## src/sfcd_pkg.sv

```systemverilog
/*
  sfcd_pkg: constants for the basic serial flash command decoder.
  assumes one core clock; the serial link is sampled, not used as a clock.
*/
// Functional notes
// - write enable command sets the latch
// - opcode as 8 single-line or 2 four-line clocks
// - write disable command clears the latch
// - latch cleared by reset, power-up, completed writes
// - id read sends manufacturer, type, density bytes
// - id read ignored while program or erase busy
// - legacy signature command outputs one signature byte
// - signature repeats until chip select rises
// - address bit zero selects code order, msb first
// - two-byte id codes alternate until deselect
// - four-line id streams three bytes continuously
// - status read answers anytime, sends status byte
// - configuration read answers anytime, sends config byte
// - latch in bit one, busy flag bit zero
package sfcd_pkg;
  localparam logic [7:0] CMD_WRITE_ENABLE = 8'h06;
  localparam logic [7:0] CMD_WRITE_DISABLE = 8'h04;
  localparam logic [7:0] CMD_ID_READ = 8'h9f;
  localparam logic [7:0] CMD_SIGNATURE = 8'hab;
  localparam logic [7:0] CMD_TWO_BYTE_ID = 8'h90;
  localparam logic [7:0] CMD_FOUR_LINE_ID = 8'haf;
  localparam logic [7:0] CMD_STATUS_READ = 8'h05;
  localparam logic [7:0] CMD_CONFIG_READ = 8'h15;
  localparam int STAT_WEL_BIT = 1; // latch position in status
  localparam int STAT_WIP_BIT = 0; // busy position in status
  localparam logic [4:0] BIT_CNT_ONE_LINE = 5'h07; // last opcode bit, one line
  localparam logic [4:0] BIT_CNT_FOUR_LINE = 5'h01; // last opcode nibble
  localparam logic [4:0] TWO_BYTE_HDR_LAST = 5'h17; // 24 header bits, last index
  localparam logic [1:0] ID_BYTES = 2'h3; // bytes in the id stream
  typedef enum logic [2:0] {
    SFCD_IDLE, SFCD_OPCODE, SFCD_HEADER, SFCD_SEND, SFCD_IGNORE
  } sfcd_state_t;
  typedef enum logic [2:0] {
    SFCD_SRC_ID, SFCD_SRC_SIG, SFCD_SRC_TWO, SFCD_SRC_STAT, SFCD_SRC_CFG
  } sfcd_src_t;
endpackage : sfcd_pkg

```

## src/sfcd_decoder.sv

```systemverilog
/*
  sfcd_decoder: decodes basic serial flash commands, keeps the write enable latch
  and shifts identification and register bytes out.
  assumes the serial clock is far slower than core_clk_i (at least 4x) so each
  link edge is seen by sampling; program/erase engines live elsewhere and
  report busy and completion pulses on the same clock.
*/
`timescale 1ns/10ps
module sfcd_decoder import sfcd_pkg::*; #(
  parameter logic [7:0] MANUF_CODE = 8'h5a, // arbitrary value
  parameter logic [7:0] MEM_TYPE_CODE = 8'h3c, // arbitrary value
  parameter logic [7:0] DENSITY_CODE = 8'h21, // arbitrary value
  parameter logic [7:0] SIGNATURE_CODE = 8'h4e // arbitrary value
) (
  input wire logic core_clk_i,
  input wire logic sys_rst_i,
  input wire logic hw_reset_n_i, // reset pin, active low
  input wire logic chip_sel_n_i, // chip select pin, active low
  input wire logic sclk_i, // serial clock pin
  input wire logic [3:0] sio_i, // data lines in
  output logic [3:0] sio_o, // data lines out
  output logic [3:0] sio_oe_n_o, // low while driving
  input wire logic four_line_command_mode_i, // opcode on four lines
  input wire logic write_in_progress_flag_i, // program/erase/register write busy
  input wire logic prog_erase_busy_i, // program or erase busy
  input wire logic [5:0] status_upper_i, // status bits 7..2
  input wire logic [7:0] config_reg_i, // configuration byte
  input wire logic write_done_i, // pulse: altering command completed
  output logic write_enable_latch_o, // latch level
  output logic cmd_active_o // high while a frame is decoded
);
  // three-stage samplers for control pins, two stages for data lines
  logic [2:0] cs_sync;
  logic [2:0] clk_sync;
  logic [2:0] rst_sync;
  logic [3:0] sio_s1;
  logic [3:0] sio_s2;
  // block state
  sfcd_state_t state;
  sfcd_src_t src;
  logic [4:0] bit_cnt; // counts bits or nibbles received
  logic [7:0] shift_in; // opcode / address assembly
  logic [7:0] shift_out; // byte being sent
  logic [2:0] out_bit; // bit index within byte
  logic [1:0] byte_idx; // position in id stream
  logic swap_order; // two-byte id starts with device code
  logic write_enable_latch;
  logic [3:0] sio_drv;
  logic drive_en;

  // edge detection uses only the 2nd and 3rd stages
  wire cs_low = ~cs_sync[1] & ~cs_sync[2];
  wire cs_rise = cs_sync[1] & cs_sync[2] & 1'b1 & ~cs_low;
  wire clk_rise = clk_sync[1] & ~clk_sync[2];
  wire clk_fall = ~clk_sync[1] & clk_sync[2];
  wire pin_reset = ~rst_sync[1] & ~rst_sync[2];
  wire four_line = four_line_command_mode_i;
  // in single-line mode only line 0 is taken; lines 3..1 ignored
  wire [7:0] next_shift_in = four_line ? {shift_in[3:0], sio_s2} : {shift_in[6:0], sio_s2[0]};
  wire [4:0] opc_last = four_line ? BIT_CNT_FOUR_LINE : BIT_CNT_ONE_LINE;
  wire opc_done = (state == SFCD_OPCODE) & clk_rise & (bit_cnt == opc_last);
  wire hdr_done = (state == SFCD_HEADER) & clk_rise & (bit_cnt == TWO_BYTE_HDR_LAST);
  // status byte: latch in bit 1, busy in bit 0
  wire [7:0] status_byte = {status_upper_i, write_enable_latch, write_in_progress_flag_i};
  // a four-line byte is two nibbles: index 0 then 1; one-line counts 7 down to 0
  wire byte_end = four_line ? (out_bit == 3'h1) : (out_bit == 3'h0);

  // pick the byte a source sends at a given position
  function automatic logic [7:0] pick_byte(input sfcd_src_t s, input logic [1:0] idx,
                                           input logic swp, input logic [7:0] st,
                                           input logic [7:0] cf);
    logic [7:0] b;
    b = 8'h00;
    case (s)
      SFCD_SRC_ID: b = (idx == 2'h0) ? MANUF_CODE : (idx == 2'h1) ? MEM_TYPE_CODE : DENSITY_CODE;
      SFCD_SRC_SIG: b = SIGNATURE_CODE;
      SFCD_SRC_TWO: b = (idx[0] ^ swp) ? SIGNATURE_CODE : MANUF_CODE;
      SFCD_SRC_STAT: b = st;
      SFCD_SRC_CFG: b = cf;
      default: b = 8'h00;
    endcase
    return b;
  endfunction : pick_byte

  // next index in a stream; registers repeat, id wraps over three bytes
  wire [1:0] next_idx = (src == SFCD_SRC_ID) ? ((byte_idx == ID_BYTES - 2'h1) ? 2'h0 : byte_idx + 2'h1)
                                              : byte_idx + 2'h1;
  wire [7:0] next_byte = pick_byte(src, next_idx, swap_order, status_byte, config_reg_i);

  // opcode classification
  wire is_id = (shift_in == CMD_ID_READ) & ~four_line;
  wire is_qid = (shift_in == CMD_FOUR_LINE_ID) & four_line;
  wire [7:0] opc = next_shift_in;

  // pin samplers
  always_ff @(posedge core_clk_i) begin
    cs_sync <= {cs_sync[1:0], chip_sel_n_i};
    clk_sync <= {clk_sync[1:0], sclk_i};
    rst_sync <= {rst_sync[1:0], hw_reset_n_i};
    sio_s1 <= sio_i;
    sio_s2 <= sio_s1;
  end

  // frame and command sequencing
  always_ff @(posedge core_clk_i) begin
    if (sys_rst_i) begin
      state <= SFCD_IDLE;
      src <= SFCD_SRC_ID;
      bit_cnt <= 5'h00;
      shift_in <= 8'h00;
      shift_out <= 8'h00;
      out_bit <= 3'h0;
      byte_idx <= 2'h0;
      swap_order <= 1'b0;
      drive_en <= 1'b0;
    end else if (!cs_low) begin
      // deselect ends any command and returns to standby
      state <= SFCD_IDLE;
      drive_en <= 1'b0;
      bit_cnt <= 5'h00;
    end else begin
      case (state)
        SFCD_IDLE: begin
          state <= SFCD_OPCODE;
          bit_cnt <= 5'h00;
        end
        SFCD_OPCODE: begin
          if (clk_rise) begin
            shift_in <= next_shift_in;
            bit_cnt <= bit_cnt + 5'h01;
          end
          if (opc_done) begin
            bit_cnt <= 5'h00;
            byte_idx <= 2'h0;
            out_bit <= four_line ? 3'h0 : 3'h7;
            if ((opc == CMD_ID_READ && !four_line) || (opc == CMD_FOUR_LINE_ID && four_line)) begin
              // id read not decoded during program/erase
              state <= prog_erase_busy_i ? SFCD_IGNORE : SFCD_SEND;
              src <= SFCD_SRC_ID;
              shift_out <= MANUF_CODE;
            end else if (opc == CMD_SIGNATURE) begin
              state <= SFCD_SEND;
              src <= SFCD_SRC_SIG;
              shift_out <= SIGNATURE_CODE;
            end else if (opc == CMD_TWO_BYTE_ID && !four_line) begin
              state <= SFCD_HEADER;
              src <= SFCD_SRC_TWO;
            end else if (opc == CMD_STATUS_READ) begin
              state <= SFCD_SEND;
              src <= SFCD_SRC_STAT;
              shift_out <= status_byte;
            end else if (opc == CMD_CONFIG_READ) begin
              state <= SFCD_SEND;
              src <= SFCD_SRC_CFG;
              shift_out <= config_reg_i;
            end else begin
              state <= SFCD_IGNORE;
            end
          end
        end
        SFCD_HEADER: begin
          if (clk_rise) begin
            shift_in <= {shift_in[6:0], sio_s2[0]};
            bit_cnt <= bit_cnt + 5'h01;
          end
          if (hdr_done) begin
            // address bit 0 picks the order of the two codes
            swap_order <= sio_s2[0];
            shift_out <= sio_s2[0] ? SIGNATURE_CODE : MANUF_CODE;
            out_bit <= 3'h7;
            byte_idx <= 2'h0;
            state <= SFCD_SEND;
          end
        end
        SFCD_SEND: begin
          // data changes on falling edges, msb first
          if (clk_fall) begin
            drive_en <= 1'b1;
            if (drive_en) begin
              if (byte_end) begin
                // streams repeat while clocks continue
                byte_idx <= next_idx;
                shift_out <= next_byte;
                out_bit <= four_line ? 3'h0 : 3'h7;
              end else if (four_line) begin
                shift_out <= {shift_out[3:0], 4'h0};
                out_bit <= out_bit + 3'h1;
              end else begin
                shift_out <= {shift_out[6:0], 1'b0};
                out_bit <= out_bit - 3'h1;
              end
            end
          end
        end
        SFCD_IGNORE: state <= SFCD_IGNORE;
        default: state <= SFCD_IDLE;
      endcase
    end
  end

  // write enable latch; clears win over a simultaneous set
  wire wel_set = opc_done & (opc == CMD_WRITE_ENABLE);
  wire wel_clr = (opc_done & (opc == CMD_WRITE_DISABLE)) | write_done_i | pin_reset;
  always_ff @(posedge core_clk_i) begin
    if (sys_rst_i) begin
      write_enable_latch <= 1'b0; // power-up clears the latch
    end else if (wel_clr) begin
      write_enable_latch <= 1'b0;
    end else if (wel_set) begin
      write_enable_latch <= 1'b1;
    end
  end

  // output lines: one-line data on line 1, four-line on all lines
  always_ff @(posedge core_clk_i) begin
    if (sys_rst_i) begin
      sio_drv <= 4'h0;
    end else begin
      sio_drv <= four_line ? shift_out[7:4] : {2'b00, shift_out[7], 1'b0};
    end
  end

  assign sio_o = sio_drv;
  assign sio_oe_n_o = (drive_en && state == SFCD_SEND) ? (four_line ? 4'h0 : 4'hd) : 4'hf;
  assign write_enable_latch_o = write_enable_latch;
  assign cmd_active_o = (state != SFCD_IDLE);

  // unused decode helpers kept out of logic
  wire unused_ok = is_id | is_qid | cs_rise;
endmodule : sfcd_decoder

```

## config.mk

```make
export PLATFORM = sky130hd
export DESIGN_NAME = sfcd_decoder
export DESIGN_NICKNAME = d
export VERILOG_FILES = /design/src/sfcd_pkg.sv /design/src/sfcd_decoder.sv
export SDC_FILE = /design/constraint.sdc
export NUM_CORES = 1
export LEC_CHECK = 0
export BUFFER_PORTS_ARGS = -buffer_cell sky130_fd_sc_hd__buf_2
export CAP_MARGIN = 5
export CORE_MARGIN = 4
export CORE_UTILIZATION = 40
export CTS_CLUSTER_SIZE = 24
export DETAILED_ROUTE_END_ITERATION = 8
export PLACE_DENSITY = 0.58
export SYNTH_ARGS = -nofsm -noshare
export SYNTH_HDL_FRONTEND = slang
export SYNTH_SLANG_ARGS = --single-unit
```

## constraint.sdc

```tcl
create_clock -name core_clk_i -period 6.56 [get_ports core_clk_i]
set_input_delay 0.328 -clock core_clk_i [delete_from_list [all_inputs] [get_ports core_clk_i]]
set_output_delay 0.328 -clock core_clk_i [all_outputs]
set_load 0.05 [all_outputs]
```

Yosys cells after proc, flatten, opt, wreduce, memory -nomap -nowiden
Index checks and enable logic that the tools add are counted.

Flip-flop bits (word level): 55. Bits in latches: 0. RAM bits: 0. Memory bits (read-only): 0. Input port bits: 27. Output and inout bits: 10. Logic and storage cells: 158. Memories kept: 0.

Add/subtract/negate cells: 4. Multiply operators: 0. Divide/modulo/power cells: 0. Magnitude comparators: 0. Equality and inequality tests: 30. Shifts and indexed selects: 0. Muxes and demuxes: 59. Bitwise operators: 22. Reduce and logical (&&, ||, !) cells: 26.

Operator list (number): 2-to-1 mux 8 bit (12); 2-to-1 mux 3 bit (21); case mux 8 bit (5 select lines) (1); equality test 8 bit, second input constant (4); 2-to-1 mux 5 bit (5); equality test 8 x 3 -> 1 bit, second input constant (3); case mux 8 bit (3 select lines) (1); 2-to-1 mux 7 bit (3); 2-to-1 mux 2 bit (8); case mux 3 bit (5 select lines) (1); case mux 5 bit (3 select lines) (1); inequality test 2 bit, second input constant (7); case mux 7 bit (2 select lines) (1); equality test 3 x 2 -> 1 bit, second input constant (4); bitwise AND 1 bit (10); equality test 3 x 1 -> 1 bit, second input constant (3); zero test 3 bit (3); inverter 1 bit (9); case mux 3 bit (3 select lines) (1); nonzero test 3 bit (3); equality test 8 x 5 -> 1 bit, second input constant (1); 2-to-1 mux 4 bit (2); AND reduction 4 bit (2); AND reduction 8 bit (1); other kinds (26) (34).

Longest topological paths before layout
Depth after elaboration: 11. Gate-level depth with buffers: 9. Gate-level depth less buffers: 8.

Least setup slack after synthesis
No wires, ideal clock.

Path type: input-to-output. Start: in four_line_command_mode_i. End: out sio_oe_n_o[2]. Arrival time: 2015 ps. Required time: 6232 ps. Slack: 4217 ps. Cell stages on the path: 6. Path through: buf_2 > buf_4 > buf_4 > clkbuf_1 > nand3_1 > buf_4.

Cells in the longest elaborated chain, start to end: 2.

RTL lines: start: declaration (line sfcd_decoder.sv:23) `input wire logic four_line_command_mode_i,`; 2-to-1 mux 4 bit (2 in a row) (line sfcd_decoder.sv:224) `assign sio_oe_n_o = (drive_en && state == SFCD_SEND) ? (four_line ? 4'h0 : 4'hd) : 4'hf;`; end: declaration (line sfcd_decoder.sv:22) `output logic [3:0] sio_oe_n_o,`.

No other way between the ends.

Worst setup path after layout
Start: in four_line_command_mode_i. End: reg shift_out[3].

Cells in the longest elaborated chain, start to end: 8. Elaborated cells between the ends (all ways): 30.

RTL lines: 2-to-1 mux 8 bit (line sfcd_decoder.sv:59) `wire [7:0] next_shift_in = four_line ? {shift_in[3:0], sio_s2} : {shift_in[6:0], sio_s2[0]};`; equality test 8 x 3 -> 1 bit (line sfcd_decoder.sv:148) `end else if (opc == CMD_STATUS_READ) begin`; 2-to-1 mux 8 bit (line sfcd_decoder.sv:148); 2-to-1 mux 8 bit (line sfcd_decoder.sv:145) `end else if (opc == CMD_TWO_BYTE_ID && !four_line) begin`; 2-to-1 mux 8 bit (line sfcd_decoder.sv:141) `end else if (opc == CMD_SIGNATURE) begin`; 2-to-1 mux 8 bit (line sfcd_decoder.sv:136) `if ((opc == CMD_ID_READ && !four_line) || (opc == CMD_FOUR_LINE_ID && four_line)) begin`; 2-to-1 mux 8 bit (line sfcd_decoder.sv:132) `if (opc_done) begin`; case mux 8 bit (3 select lines) (line sfcd_decoder.sv:122) `case (state)`; end signal: assignment (line sfcd_decoder.sv:151) `shift_out <= status_byte;`; end signal: assignment (line sfcd_decoder.sv:155) `shift_out <= config_reg_i;`; end signal: assignment (line sfcd_decoder.sv:169) `shift_out <= sio_s2[0] ? SIGNATURE_CODE : MANUF_CODE;`; end: declaration (line sfcd_decoder.sv:43) `logic [7:0] shift_out;`.

Parallel ways exist; a longest one is shown, timed or not. The select of a mux whose other input is x is not followed. A chain may end at the register's enable or synchronous reset.

==> flow_summary_export.csv <==
group,metric,value,unit
yosys,synth_top_area_cell,"dfxtp_1",
drt,num_vias,2731,
pwr,vdd_drop_max,0.1379,mV
sta,period_minus_slack,3.185,ns
yosys,async_flop_share,0,%
die,die_w,94.81,um
cts,cts.repair.resized,0,
yosys,synth-seq-cells,55,
yosys,mappedNetlistNets,396,
placement,gp_congestion,0.8640,
drt,wl_per_cell,15.51,um
finish,multi_input_area,1780,sq um
cts,ctsHoldBuffers,0,
yosys,yosys_warnings,0,
drt,first_pass_iters,4,
placement,port_buffers,36,
drt,drt-initial-drc-count,161,
drt,ant_nets,0,
yosys,synth_top_area_share,36.53,%
cts,clk_pin_slew_worst_paths,0.11,ns
flow_run,drv_cap,0,
worst_setup_path,start_kind,"primary input",
finish,n_antenna_cell,0,
yosys,syn_area,3014,sq um
worst_setup_path,crit_arrival,3.44,ns
yosys,ys_types,59,
worst_setup_path,crit_type,"in -> reg",
hold_path,hp-class,"in -> reg",
cts,cts_tree,"yes",
cts,cts_setup_buffers,0,
sta,drv_slew,0,
run_status,status,"finished clean",
sta,rsz0062_at_grt,"no",
yosys,post-synth-top-count-cell,"dfxtp_1",
placement,numPlacedInstances,481,
finish,area_growth,10.38,%
global_route,grt_max_degree,39,
die,die-height,94.81,um
worst_setup_path,cp_max_fo,38,
die,ios,37,
sta,max-slew-margin-rel,41.39,%
drt,vias_per_cell,5.585,
sta,holdWs,0.1174,ns
global_route,grt_pass1_wl,12.50,mm
pwr,power.leakage,1.244,nW
finish,drive_above_1_share,14.10,%
yosys,ys.flop_type,"dfxtp_1",
die,rows,31,
drt,wirelength,7.585,mm
cts,clock_latency,0.31,ns
global_route,grt_pass1_vias,2611,
sta,fmax,314.0,MHz
global_route,gr-total-overflow,0,
global_route,antenna_found_initial,0,
finish,stdcell_count,489,
sta,setup-tns-final,0,ns
yosys,avgSynthCellArea,8.281,sq um
cts,cts.htree.levels,2,
pwr,powerDensity,177.8,nW/um^2
cts,cts.path.max_buffers,2,
sta,finalCritPeriodShare,48.55,%
yosys,synthCells,364,
yosys,ys_seq_area_share,36.53,%
sta,skew,0.005384,ns
sta,setup_viol,0,
die,fp.coreArea,7292,sq um
sta,hold_violations,0,
global_route,grt_usage,17.54,%
finish,layout.nets,421,
finish,n_fill_cell,769,
cts,cts-root-buf,"clkbuf_8",
worst_setup_path,critPathRequiredTime,6.82,ns
placement,post-dp-hpwl,5.673,mm
yosys,ys_top_cells_by_area,"dfxtp_1 (37%), mux2i_1 (7.0%), nor2_1 (4.7%)",
worst_setup_path,endpoint_kind,"register",
finish,regArea,1101,sq um
drt,drcViolationCount,0,
yosys,synth_common_cells,"dfxtp_1 (55), nor2_1 (38), nand2_1 (36), o21ai_0 (24), a21oi_1 (23)",
sta,worstMarginPinSlew,0.8733,ns
cts,cts_buffers,5,
cts,cts.sinks,55,
die,dieArea,8988,sq um
die,start_util,41.33,%
yosys,synth_edf_count,0,
-- cells in the final DEF, fill, tap and decap left out, types with 5 or more instances in the layout --
| cell type | instances |
|---|---|
| mux2i_1 | 21 |
| inv_1 | 12 |
| a21oi_1 | 23 |
| nand3_1 | 11 |
| a31oi_1 | 8 |
| nor2b_1 | 5 |
| buf_2 | 36 |
| nor3_1 | 8 |
| ha_1 | 5 |
| and2_1 | 5 |
| a211oi_1 | 5 |
| clkbuf_8 | 5 |
| o21ai_0 | 24 |
| nor2_1 | 38 |
| nand2b_1 | 7 |
| a2111oi_0 | 5 |
| o211ai_1 | 5 |
| nand2_1 | 36 |
| or3_1 | 5 |
| dfxtp_1 | 55 |
-- per-layer routing --
layer  routed length [um]  vias up  track usage [%]  share of wire [%]
met4                  122        0            5.529                1.6
met1                 3610     1267            23.98                 48
li1                     -     1384                -                  -
met2                 3459       72            28.13                 46
met5                    0        -                0                  0
met3                  393        8            2.948                5.2
-- cells by family after synthesis --
group	count (synthesis)	share of synthesized area (%)
simple gates	138	22.58
fa+ha+maj	5	2.076
flops	55	36.53
mux	25	8.468
compound gates	106	24.49
buf+inv	30	4.400
xor+xnor	5	1.453
-- metrics by stage --
stage          total power, mW  setup slack (ns)  cell area, sq um  utilization, %
2_1_floorplan           0.3838             4.217              3014               -
3_3_place_gp            0.4019             3.221              3231           44.30
3_5_place_dp            0.4023             3.045              3231           44.30
4_1_cts                 0.6003             3.372              3327           45.62
5_1_grt                 0.6183             3.163              3327           45.62
6_report                0.5915             3.375              3327           45.62
-- power breakdown --
| part | total, mW | internal, mW | leakage (nW) | switching (mW) |
|---|---|---|---|---|
| Combinational | 0.0483 | 0.0185 | 0.748 | 0.0297 |
| Clock | 0.197 | 0.0794 | 0.0467 | 0.118 |
| Sequential | 0.346 | 0.341 | 0.450 | 0.00524 |
-- path summary, 6_finish.rpt --
check,from,to,slack [ns],depth (start not counted)
setup / recovery,four_line_command_mode_i,shift_out[3],3.38,7
hold / removal,sclk_i,clk_sync[0],0.12,1
setup reg to reg,bit_cnt[2],shift_out[3],3.62,6
hold reg to reg,rst_sync[0],rst_sync[1],0.34,0
-- final cells by class --
cell class / count / area share [%]
tap: 99 / 3.723
clock inverter: 3 / 0.8274
timing repair buffer: 36 / 5.416
clock buffer: 5 / 2.068
multi-input combinational: 279 / 53.52
sequential: 55 / 33.10
inverter: 12 / 1.354
-- worst max-delay path: stages --
cell and delay (ns):
buf_2 0.54, or3b_1 0.46, a2111o_1 0.40, a221oi_2 0.71
o31ai_1 0.33, a2111oi_0 0.49, a31o_1 0.15
-- state kept, by name, indices dropped and copies added (netlist names) --
signal	cells
cs_sync	3
swap_order	1
sio_s1	4
state	3
byte_idx	2
clk_sync	3
shift_in	7
shift_out	8
rst_sync	3
sio_s2	4
write_enable_latch_o	1
out_bit	3
src	3
sio_o	4
bit_cnt	5
drive_en	1
No activity file was read; power rests on OpenSTA's default activity.
